**config.mk**
```make
export PLATFORM = sky130hd
export DESIGN_NAME = bcrf_regfile
export DESIGN_NICKNAME = d
export VERILOG_FILES = /design/src/hdl/bcrf_pkg.sv /design/src/hdl/bcrf_regfile.sv
export SDC_FILE = /design/constraint.sdc
export NUM_CORES = 1
export LEC_CHECK = 0
export ABC_AREA = 1
export ABC_CLOCK_PERIOD_IN_PS = 5800
export BUFFER_PORTS_ARGS = -buffer_cell sky130_fd_sc_hd__buf_2
export CORE_MARGIN = 2
export CORE_UTILIZATION = 57
export CTS_CLUSTER_SIZE = 16
export DETAILED_ROUTE_END_ITERATION = 12
export PLACE_DENSITY = 0.74
export RECOVER_POWER = 50
export SYNTH_ARGS = -nofsm -noshare
export SYNTH_HDL_FRONTEND = slang
export SYNTH_SLANG_ARGS = --single-unit
```
**constraint.sdc**
```tcl
create_clock -name sys_clk -period 5.8 [get_ports sys_clk]
set_input_delay 1.16 -clock sys_clk [delete_from_list [all_inputs] [get_ports sys_clk]]
set_output_delay 1.16 -clock sys_clk [all_outputs]
set_load 0.01 [all_outputs]
```
**src/hdl/bcrf_pkg.sv**
```systemverilog
/*
  bcrf_pkg: constants and types shared by the banked cpu register file.
  assumes one cpu clock where one clock period is one t-state.
*/
`default_nettype none
package bcrf_pkg;
  localparam int DATA_W  = 8;
  localparam int REG_AW  = 5;
  localparam int PHYS_N  = 44;
  localparam int IDX_N   = 4;
  // logical locations
  localparam logic [4:0] GROUP_A_END   = 5'h04;
  localparam logic [4:0] GROUP_B_END   = 5'h0c;
  localparam logic [4:0] ACC_LOC       = 5'h08;
  localparam logic [4:0] LINE_PORT_LOC = 5'h04;
  localparam logic [4:0] IMM_MASK      = 5'h0f;
  localparam logic [5:0] IDX_BASE_PH   = 6'h18;
  // physical storage bases
  localparam logic [5:0] PH_MAIN_A = 6'h00;
  localparam logic [5:0] PH_ALT_A  = 6'h04;
  localparam logic [5:0] PH_MAIN_B = 6'h08;
  localparam logic [5:0] PH_ALT_B  = 6'h10;
  localparam logic [5:0] PH_COMMON = 6'h18;
  // t-state counts before wait states
  localparam logic [4:0] TS_SHORT  = 5'h02;
  localparam logic [4:0] TS_BRANCH = 5'h03;
  localparam logic [4:0] TS_MEM    = 5'h04;
  // reset values
  localparam logic       RST_A_ALT = 1'b1;
  localparam logic       RST_B_ALT = 1'b1;
  localparam logic       RST_GIE   = 1'b0;
  localparam logic [7:0] RST_REG   = 8'h00;
  // bank exchange argument bits
  localparam int EXX_A_BIT  = 0;
  localparam int EXX_B_BIT  = 1;
  localparam int EXX_IE_BIT = 2;
  localparam int EXX_ID_BIT = 3;

  typedef enum logic [2:0] {
    OP_ALU = 3'b000, OP_MOVE = 3'b001, OP_LDI = 3'b010, OP_MRD = 3'b011,
    OP_MWR = 3'b100, OP_BRANCH = 3'b101, OP_EXX = 3'b110, OP_PLOAD = 3'b111
  } bcrf_op_e;
  typedef enum logic [2:0] {
    ALU_ADD = 3'b000, ALU_SUB = 3'b001, ALU_AND = 3'b010, ALU_OR = 3'b011,
    ALU_XOR = 3'b100, ALU_SHL = 3'b101, ALU_ROR = 3'b110, ALU_PASS = 3'b111
  } bcrf_alu_e;
  typedef enum logic [1:0] {
    IDX_HOLD = 2'b00, IDX_INC = 2'b01, IDX_DEC = 2'b10, IDX_KEEP = 2'b11
  } bcrf_idx_e;
  typedef enum logic {ST_IDLE = 1'b0, ST_EXEC = 1'b1} bcrf_st_e;
endpackage
`default_nettype wire

```
**src/hdl/bcrf_regfile.sv**
```systemverilog
/*
  bcrf_regfile: banked 8-bit register file with its alu/mux data path,
  t-state sequencing, index addressing and line data port.
  assumes the decoder holds an instruction on instr_* with instr_valid
  until it sees the cycle where ready is high; fifo and memory sides
  answer within the instruction's t-states.
*/
`timescale 1ns/1ps
`default_nettype none
module bcrf_regfile
(
  input  wire logic               sys_clk,
  input  wire logic               sys_rst,
  input  wire logic               instr_valid,
  input  wire bcrf_pkg::bcrf_op_e instr_op,
  input  wire bcrf_pkg::bcrf_alu_e alu_fn,
  input  wire logic [4:0]         src_addr,
  input  wire logic [4:0]         dst_addr,
  input  wire logic               use_imm,
  input  wire logic [7:0]         imm_data,
  input  wire logic               dst_write,
  input  wire logic [1:0]         idx_sel,
  input  wire bcrf_pkg::bcrf_idx_e idx_mode,
  input  wire logic [1:0]         iw_wait,
  input  wire logic [2:0]         dw_wait,
  input  wire logic [7:0]         rx_data,
  input  wire logic [7:0]         mem_rd_data,
  output logic                    ready,
  output logic                    done,
  output logic                    fetch_next,
  output logic                    tx_push,
  output logic [7:0]              tx_data,
  output logic                    rx_pop,
  output logic [15:0]             mem_addr,
  output logic [7:0]              mem_wr_data,
  output logic                    mem_we,
  output logic                    mem_re,
  output logic                    prog_we,
  output logic                    bank_a_alt,
  output logic                    bank_b_alt,
  output logic                    gie
);
  import bcrf_pkg::*;

  // map a logical location to physical storage under the current banks
  function automatic logic [5:0] phys_of(input logic [4:0] a, input logic alt_a,
                                         input logic alt_b);
    if (a < GROUP_A_END)
      phys_of = (alt_a ? PH_ALT_A : PH_MAIN_A) + {1'b0, a};
    else if (a < GROUP_B_END)
      phys_of = (alt_b ? PH_ALT_B : PH_MAIN_B) + {1'b0, a - GROUP_A_END};
    else
      phys_of = PH_COMMON + {1'b0, a - GROUP_B_END};
  endfunction

  logic [7:0]  rf_q [PHYS_N];
  bcrf_st_e    state_q;
  logic [4:0]  cnt_q;
  bcrf_op_e    op_q;
  logic [5:0]  dst_ph_q;
  logic [7:0]  res_q;
  logic        wr_reg_q, wr_port_q;
  logic [1:0]  idx_sel_q;
  bcrf_idx_e   idx_mode_q;
  logic [3:0]  exx_arg_q;
  logic        done_q, fetch_q, tx_push_q, rx_pop_q, mem_we_q, mem_re_q, prog_we_q;
  logic [7:0]  tx_data_q, mem_wdata_q;
  logic [15:0] mem_addr_q;
  logic        a_alt_q, b_alt_q, gie_q, ready_q;

  // decode of the offered instruction
  wire        accept    = instr_valid && (state_q == ST_IDLE);
  wire [4:0]  dst_eff   = use_imm ? (dst_addr & IMM_MASK) : dst_addr;
  wire [5:0]  src_ph    = phys_of(src_addr, a_alt_q, b_alt_q);
  wire [5:0]  dst_ph    = phys_of(dst_eff, a_alt_q, b_alt_q);
  wire [5:0]  acc_ph    = phys_of(ACC_LOC, a_alt_q, b_alt_q);
  wire        src_port  = b_alt_q && (src_addr == LINE_PORT_LOC);
  wire        dst_port  = b_alt_q && (dst_eff == LINE_PORT_LOC);
  wire        reads_src = ((instr_op == OP_ALU) && !use_imm) || (instr_op == OP_MOVE) ||
                          (instr_op == OP_MWR);
  wire        is_mem    = (instr_op == OP_MRD) || (instr_op == OP_MWR);
  wire        writes    = dst_write && ((instr_op == OP_ALU) || (instr_op == OP_MOVE) ||
                          (instr_op == OP_LDI) || (instr_op == OP_MRD));

  // source bus and accumulator operand; reads never disturb writes
  wire [7:0]  src_bus   = src_port ? rx_data : rf_q[src_ph];
  wire [7:0]  acc_val   = rf_q[acc_ph];
  wire [7:0]  opnd      = use_imm ? imm_data : src_bus;
  wire [15:0] idx_ptr   = {rf_q[IDX_BASE_PH + {3'h0, idx_sel, 1'b1}],
                           rf_q[IDX_BASE_PH + {3'h0, idx_sel, 1'b0}]};

  // alu/mux: only alu ops pass here on the way to the destination bus; ldi and moves bypass it
  logic [7:0] alu_out;
  always_comb
  begin
    unique case (alu_fn)
      ALU_ADD:  alu_out = opnd + acc_val;
      ALU_SUB:  alu_out = opnd - acc_val;
      ALU_AND:  alu_out = opnd & acc_val;
      ALU_OR:   alu_out = opnd | acc_val;
      ALU_XOR:  alu_out = opnd ^ acc_val;
      ALU_SHL:  alu_out = {opnd[6:0], 1'b0};
      ALU_ROR:  alu_out = {opnd[0], opnd[7:1]};
      ALU_PASS: alu_out = opnd;
    endcase
  end

  wire [7:0] dst_bus = (instr_op == OP_ALU) ? alu_out :
                       (instr_op == OP_LDI) ? imm_data : src_bus;

  // t-state budget: instruction waits always, data waits on memory only
  wire [4:0] base_ts = is_mem ? TS_MEM :
                       (instr_op == OP_BRANCH) ? TS_BRANCH : TS_SHORT;
  wire [4:0] total_ts = base_ts + {3'h0, iw_wait} +
                        (is_mem ? {2'h0, dw_wait} : 5'h00);
  wire       last = (state_q == ST_EXEC) && (cnt_q == 5'h01);

  // value written back at the last t-state; memory reads land late
  wire [7:0] wb_val = (op_q == OP_MRD) ? mem_rd_data : res_q;
  wire [15:0] idx_next = (idx_mode_q == IDX_INC) ? mem_addr_q + 16'h0001 :
                         (idx_mode_q == IDX_DEC) ? mem_addr_q - 16'h0001 : mem_addr_q;

  // sequencer; a new instruction is taken no earlier than the cycle after the last one ends
  always_ff @(posedge sys_clk)
  begin
    if (sys_rst)
    begin
      state_q <= ST_IDLE;
      cnt_q   <= 5'h00;
    end
    else if (accept)
    begin
      state_q <= ST_EXEC;
      cnt_q   <= total_ts - 5'h01;
    end
    else if (last)
      state_q <= ST_IDLE;
    else if (state_q == ST_EXEC)
      cnt_q <= cnt_q - 5'h01;
  end

  // latch the instruction at accept so the decoder may move on
  always_ff @(posedge sys_clk)
  begin
    if (sys_rst)
    begin
      op_q       <= OP_MOVE;
      dst_ph_q   <= 6'h00;
      res_q      <= RST_REG;
      wr_reg_q   <= 1'b0;
      wr_port_q  <= 1'b0;
      idx_sel_q  <= 2'h0;
      idx_mode_q <= IDX_HOLD;
      exx_arg_q  <= 4'h0;
    end
    else if (accept)
    begin
      op_q       <= instr_op;
      dst_ph_q   <= dst_ph;
      res_q      <= dst_bus;
      wr_reg_q   <= writes && !dst_port;
      wr_port_q  <= writes && dst_port;
      idx_sel_q  <= idx_sel;
      idx_mode_q <= is_mem ? idx_mode : IDX_HOLD;
      exx_arg_q  <= imm_data[3:0];
    end
  end

  // pulses and pins; fetch of the next word starts with execution
  always_ff @(posedge sys_clk)
  begin
    if (sys_rst)
    begin
      fetch_q     <= 1'b0;
      ready_q     <= 1'b1;
      done_q      <= 1'b0;
      rx_pop_q    <= 1'b0;
      tx_push_q   <= 1'b0;
      tx_data_q   <= 8'h00;
      mem_we_q    <= 1'b0;
      mem_re_q    <= 1'b0;
      prog_we_q   <= 1'b0;
      mem_addr_q  <= 16'h0000;
      mem_wdata_q <= 8'h00;
    end
    else
    begin
      fetch_q   <= accept;
      ready_q   <= last || (ready_q && !accept);
      done_q    <= last;
      rx_pop_q  <= accept && reads_src && src_port;
      tx_push_q <= last && wr_port_q;
      if (last && wr_port_q)
        tx_data_q <= res_q;
      if (accept)
      begin
        mem_we_q    <= instr_op == OP_MWR;
        mem_re_q    <= instr_op == OP_MRD;
        prog_we_q   <= instr_op == OP_PLOAD;
        mem_addr_q  <= is_mem ? idx_ptr : mem_addr_q;
        mem_wdata_q <= (instr_op == OP_MWR) ? dst_bus : mem_wdata_q;
      end
      else if (last)
      begin
        mem_we_q  <= 1'b0;
        mem_re_q  <= 1'b0;
        prog_we_q <= 1'b0;
      end
    end
  end

  // bank selection; the host-side control register has no location here
  always_ff @(posedge sys_clk)
  begin
    if (sys_rst)
    begin
      a_alt_q <= RST_A_ALT;
      b_alt_q <= RST_B_ALT;
      gie_q   <= RST_GIE;
    end
    else if (last && (op_q == OP_EXX))
    begin
      a_alt_q <= exx_arg_q[EXX_A_BIT];
      b_alt_q <= exx_arg_q[EXX_B_BIT];
      if (exx_arg_q[EXX_IE_BIT])
        gie_q <= 1'b1;
      else if (exx_arg_q[EXX_ID_BIT])
        gie_q <= 1'b0;
    end
  end

  // storage; locations 12-31 map to fixed cells, the alt B cell of location 4 is written only by reset
  always_ff @(posedge sys_clk)
  begin
    if (sys_rst)
    begin
      for (int i = 0; i < PHYS_N; i++)
        rf_q[i] <= RST_REG;
    end
    else if (last)
    begin
      if (wr_reg_q)
        rf_q[dst_ph_q] <= wb_val;
      if (idx_mode_q == IDX_INC || idx_mode_q == IDX_DEC)
      begin
        rf_q[IDX_BASE_PH + {3'h0, idx_sel_q, 1'b0}] <= idx_next[7:0];
        rf_q[IDX_BASE_PH + {3'h0, idx_sel_q, 1'b1}] <= idx_next[15:8];
      end
    end
  end

  // outputs straight from flops
  assign ready       = ready_q;
  assign done        = done_q;
  assign fetch_next  = fetch_q;
  assign tx_push     = tx_push_q;
  assign tx_data     = tx_data_q;
  assign rx_pop      = rx_pop_q;
  assign mem_addr    = mem_addr_q;
  assign mem_wr_data = mem_wdata_q;
  assign mem_we      = mem_we_q;
  assign mem_re      = mem_re_q;
  assign prog_we     = prog_we_q;
  assign bank_a_alt  = a_alt_q;
  assign bank_b_alt  = b_alt_q;
  assign gie         = gie_q;

  // helper: cycles since accept against the budget taken at accept
  logic [4:0] lat_q, exp_q;
  always_ff @(posedge sys_clk)
  begin
    if (sys_rst)
    begin
      lat_q <= 5'h00;
      exp_q <= 5'h00;
    end
    else if (accept)
    begin
      lat_q <= 5'h01;
      exp_q <= total_ts;
    end
    else if (state_q == ST_EXEC)
      lat_q <= lat_q + 5'h01;
  end
endmodule // bcrf_regfile
`default_nettype wire

```
==> flow_summary.yaml, run 1 <==
run_status:
  outcome: "finished, violations left"
  violations: "max-capacitance violations, max-slew violations"
clocking:
  clock-sinks: 588
  cts_hold_buf: 0
  path_clk_slew_ps: 60
  root_buffer: "clkbuf_16"
  post_cts_buffers: 0
  cts_tree: "built"
  clk_latency_ps: 640
  cts_resized: 0
  cts_buffer_depth: 3
  htreeDepth: 2
  numCtsBuffers: 59
floorplan:
  coreArea_mm2: 0.0511
  die_y_um: 231
  die_w_um: 231
  ioPinCount: 97
  die_area_mm2: 0.0533
  start_util_pct: 57.4
  rows: 83
critical_path:
  rr_worst_depth: 26
  worst-setup-path-type: "input port to register"
  start_kind: "input port"
  startpoint: "sys_rst"
  rr_endpoint: "mem_wr_data[7]"
  r2r-start: "bank_b_alt"
  r2r_slack_ps: 1500
  endpoint_kind: "register"
  path_max_fanout: 45
  cp.required_ps: 6080
  worstPathArrival_ps: 5310
placed_design:
  dpl.hpwl_um: 54600
  io_buffers: 96
  routabilityCongestion: 0.931
  dp_cells: 3842
  placed_area_mm2: 0.0303
sta:
  fin_skew_ps: 25.4
  min_period_ps: 5030
  max_freq_ghz: 0.199
  hold_violations: 0
  slew_viol_final: 88
  finalSetupTns_ps: 0
  setup_violations: 0
  fin_crit_sh_pct: 86.7
  rsz0062_at_grt: "no"
  maxSlewHeadroom_pct: -34.1
  worstMarginPinSlew_ps: 2010
drt:
  wire_per_inst_um: 21.5
  ant_nets: 0
  totalWireLength_um: 85100
  remaining_drc_errors: 0
  num_vias: 24200
  viasPerCell: 6.11
  first_pass_iters: 6
  drt_iter0_drc: 2918
synthesis:
  async_flop_share_pct: 0
  syn_area_per_cell_um2: 9.16
  synth_area_leader_cell: "edfxtp_1"
  ys_top_cells_by_area: "edfxtp_1, nor2_1, nand2_1"
  synth_cells: 3199
  yosys_warnings: 0
  post_synth_num_cell_types: 54
  synth_flop_cell: "edfxtp_1"
  synth_edf_count: 512
  synth.top_cell.area_share_pct: 52.5
  synth_common_cells: "nor2_1, nand2_1, edfxtp_1"
  ys_seq_area_share_pct: 57.6
  ys_ff_latch: 588
  synth_fp_nets: 3307
  synth.most_common_cell: "nor2_1"
  syn_area_mm2: 0.0293
pwr:
  ir_worst_vdd_mv: 0.304
  power_density_mw_per_mm2: 312
  p_leak_nw: 12.2
  finalPower_mw: 10.0
hold_path:
  holdPathEnd: "tx_data[4]"
  min_from: "tx_data[4]"
  hold_depth: 2
  hp-class: "register to register"
global_routing:
  grt_pass1_vias: 22800
  grt_first_pass_wirelength_um: 130000
  antenna_found_initial: 0
  grt_max_degree: 109
  grt-ovfl-total: 0
  track_usage_pct: 31.7
cells_and_area:
  finalInstanceArea_mm2: 0.0321
  nNetsFinal: 3331
  fillCellCount: 4201
  drive_gt1_share_pct: 6.88
  layout.cells.non_filler: 3954
  syn2layout_area_growth_pct: 9.49
  utilization_pct: 62.8
flow_run:
  drv_cap: 2
## kinds of logic after synthesis
| family | Yosys count | share of synthesized area (%) |
|---|---|---|
| compound gates | 680 | 13.1 |
| xor+xnor | 28 | 0.837 |
| fa+ha+maj | 54 | 2.43 |
| buf+inv | 436 | 6.51 |
| flops | 588 | 57.6 |
| mux | 1 | 0.0341 |
| simple gates | 1412 | 19.4 |
## final cells by class
type                    instances  area [um^2]  share of cell area (%)
multi-input cells            2175        10600                    33.1
clock buffers                  84         1640                    5.10
well taps                     680          851                    2.65
inverters                     248          936                    2.92
repair buffers                151          878                    2.74
clock inverters                24          275                   0.858
diodes                          4         10.0                  0.0312
flip-flops and latches        588        16900                    52.6
## metal layers
layer  up-vias  part of all wire (%)  global-route usage (%)
li1      11000                     -                       -
met1     11400                    38                    42.1
met2      1462                    47                    51.1
met3       273                    11                    5.94
met4         0                   4.7                    13.6
met5         -                     0                       0
## metrics by stage
step                hold slack, ps  setup slack (ps)
finish                         467               772
global route                   483               441
floorplan                      441              1280
global placement               445               612
detailed placement             455               551
CTS                            463              1190
## cell usage in the layout, fill, tap and decap left out, drive strengths merged, types with 9 or more instances in the layout
cell    instances
nor2          668
nand2         533
edfxtp        512
o21ai         358
inv           249
nand3         163
clkbuf        147
o22ai         105
a21oi         103
buf            88
dfxtp          76
o211ai         64
ha             49
nor3           27
xor2           23
clkinv         17
a31oi          14
o221ai         11
a211oi          9
or2             9
## flip-flops by register name (all words and copies together) (netlist names), 2 cells and up
| name | flops |
|---|---|
| mem_addr | 16 |
| rf_q | 512 |
| cnt_q | 5 |
| exx_arg_q | 4 |
| idx_sel_q | 2 |
| op_q | 3 |
| mem_wr_data | 8 |
| res_q | 8 |
| dst_ph_q | 6 |
| tx_data | 8 |
| idx_mode_q | 2 |
## worst max-delay path, cell delays in order
cell and delay, ps:
clkbuf_1 1410, inv_1 1550, clkbuf_1 650, nand2_1 450
## power by group
part / internal (mW) / switching (mW)
registers: 4.74 / 0.0634
logic: 0.356 / 1.05
clock network: 2.22 / 1.59
## worst max-delay path by stage
stage,end,depth (start not counted)
5_1_grt,rf_q[42][2],4
3_5_place_dp,mem_wr_data[7],27
2_1_floorplan,mem_wr_data[5],29
6_report,rf_q[42][1],4
4_1_cts,mem_wr_data[7],27
3_3_place_gp,res_q[7],27
No activity file was read; power rests on OpenSTA's default activity.
==> run 2: changes to the inputs <==
- ABC_CLOCK_PERIOD_IN_PS: 5800 -> 5000
- clock period: 5.8 -> 5 ns (I/O delays scaled with it)
==> flow_summary.yaml, run 2 (same netlist as run 1, synthesis figures left out) <==
run_status:
  outcome: "finished, violations left"
  violations: "max-capacitance violations, max-slew violations"
cells_and_area:
  syn2layout_area_growth_pct: 11.0
  largest-register: "rf_q"
  final_cell_mix: "nor2_1, nand2_1, edfxtp_1, o21ai_0, inv_1"
  nNetsFinal: 3393
  drive_gt1_share_pct: 7.85
  utilization_pct: 63.7
  layout.cells.non_filler: 4020
  largest_reg_flops: 512
  final_common_cell: "nor2_1"
sta:
  maxSlewHeadroom_pct: -76.3
  rsz0062_at_grt: "no"
  finalSetupTns_ps: 0
  fin_skew_ps: 28.5
  fin_crit_sh_pct: 90.8
  setup_violations: 0
  min_period_ps: 4540
  slew_viol_final: 199
  worstMarginPinSlew_ps: 2640
  hold_violations: 0
  max_freq_ghz: 0.220
clocking:
  clock-sinks: 588
  cts_hold_buf: 0
  clk_latency_ps: 640
  cts_buffer_depth: 3
  numCtsBuffers: 61
  root_buffer: "clkbuf_16"
  post_cts_buffers: 0
  cts_tree: "built"
  htreeDepth: 2
  path_clk_slew_ps: 60
  cts_resized: 0
floorplan:
  rows: 83
  die_area_mm2: 0.0533
  die_y_um: 231
  start_util_pct: 57.4
  die_w_um: 231
  coreArea_mm2: 0.0511
  ioPinCount: 97
hold_path:
  hp-class: "register to register"
global_routing:
  grt_max_degree: 106
  track_usage_pct: 32.5
  grt-ovfl-total: 0
  grt_pass1_vias: 23300
  grt_first_pass_wirelength_um: 133000
  antenna_found_initial: 1
critical_path:
  cp.required_ps: 5530
  worstPathArrival_ps: 5070
  slowest_delay_ps: 510
  path_common_cell: "nand2_1"
  slowest_stage: "fa_1"
  path_max_fanout: 16
  start_kind: "input port"
  endpoint_kind: "register"
  worst-setup-path-type: "input port to register"
pwr:
  combPwrFrac_pct: 14.1
  finalPower_mw: 11.9
  clkPwrFrac_pct: 39.1
  p_sw_share_pct: 27.5
  p_switching_mw: 3.27
  internal-power_mw: 8.64
  power_density_mw_per_mm2: 366
  p_leak_nw: 12.4
  seq_power_share_pct: 46.8
  ir_worst_vdd_mv: 0.303
drt:
  remaining_drc_errors: 0
  drt_iter0_drc: 3577
  num_vias: 24600
  totalWireLength_um: 87600
  viasPerCell: 6.13
  wl_met2_um: 40600
  top_layer_used: "met5"
  first_pass_iters: 8
  wl_met1_um: 32800
  ant_nets: 0
  wl_met3_um: 10200
  wire_per_inst_um: 21.8
flow_run:
  drv_cap: 5
placed_design:
  routabilityCongestion: 0.998
  dpl.hpwl_um: 57100
  io_buffers: 96
  dp_cells: 3902
-- run 2: worst paths after layout --
check / from / depth (start not counted) / end / slack, ps
worst max-delay path: src_addr[3] / 31 / res_q[7] / 460
worst min-delay path: gie / 2 / gie / 460
worst max register to register: bank_b_alt / 27 / res_q[7] / 630
worst min register to register: gie / 2 / gie / 460
-- run 2: critical path: cells and delay by family --
| kind | cells | cell delay [ps] |
|---|---|---|
| simple gates | 17 | 1500 |
| fa+ha+maj | 4 | 1290 |
| buf+inv | 7 | 730 |
| compound gates | 3 | 510 |
-- run 2: cell type report --
| type | count | area, um^2 |
|---|---|---|
| sequential | 588 | 16900 |
| clock inverter | 40 | 408 |
| multi-input combinational | 2175 | 10500 |
| antenna | 2 | 5.00 |
| tap | 680 | 851 |
| timing repair buffer | 211 | 1260 |
| clock buffer | 76 | 1630 |
| fill | 4160 | 18600 |
| inverter | 248 | 936 |
-- run 2: power by group through the flow --
stage	registers, mW	logic, mW	clock network, mW
after floorplan	5.65	1.04	0
final	5.58	1.68	4.66
after CTS	5.57	1.64	4.69
after global placement	5.67	1.59	0
after detailed placement	5.68	1.63	0
after global routing	5.59	1.80	4.87
-- run 2: layer usage --
metal,track usage (%),vias to the layer above
li1,-,11200
met1,42.7,11600
met2,52.4,1592
met3,6.39,270
met4,14.5,2
met5,0,-
-- run 2: per-stage QoR --
step	hold slack [ps]	worst slack (ps)	cell area [um^2]
final	461	462	32500
after global routing	482	124	32500
after floorplan	441	636	29300
after CTS	462	690	32800
after detailed placement	452	97.4	30800
after global placement	446	196	30800
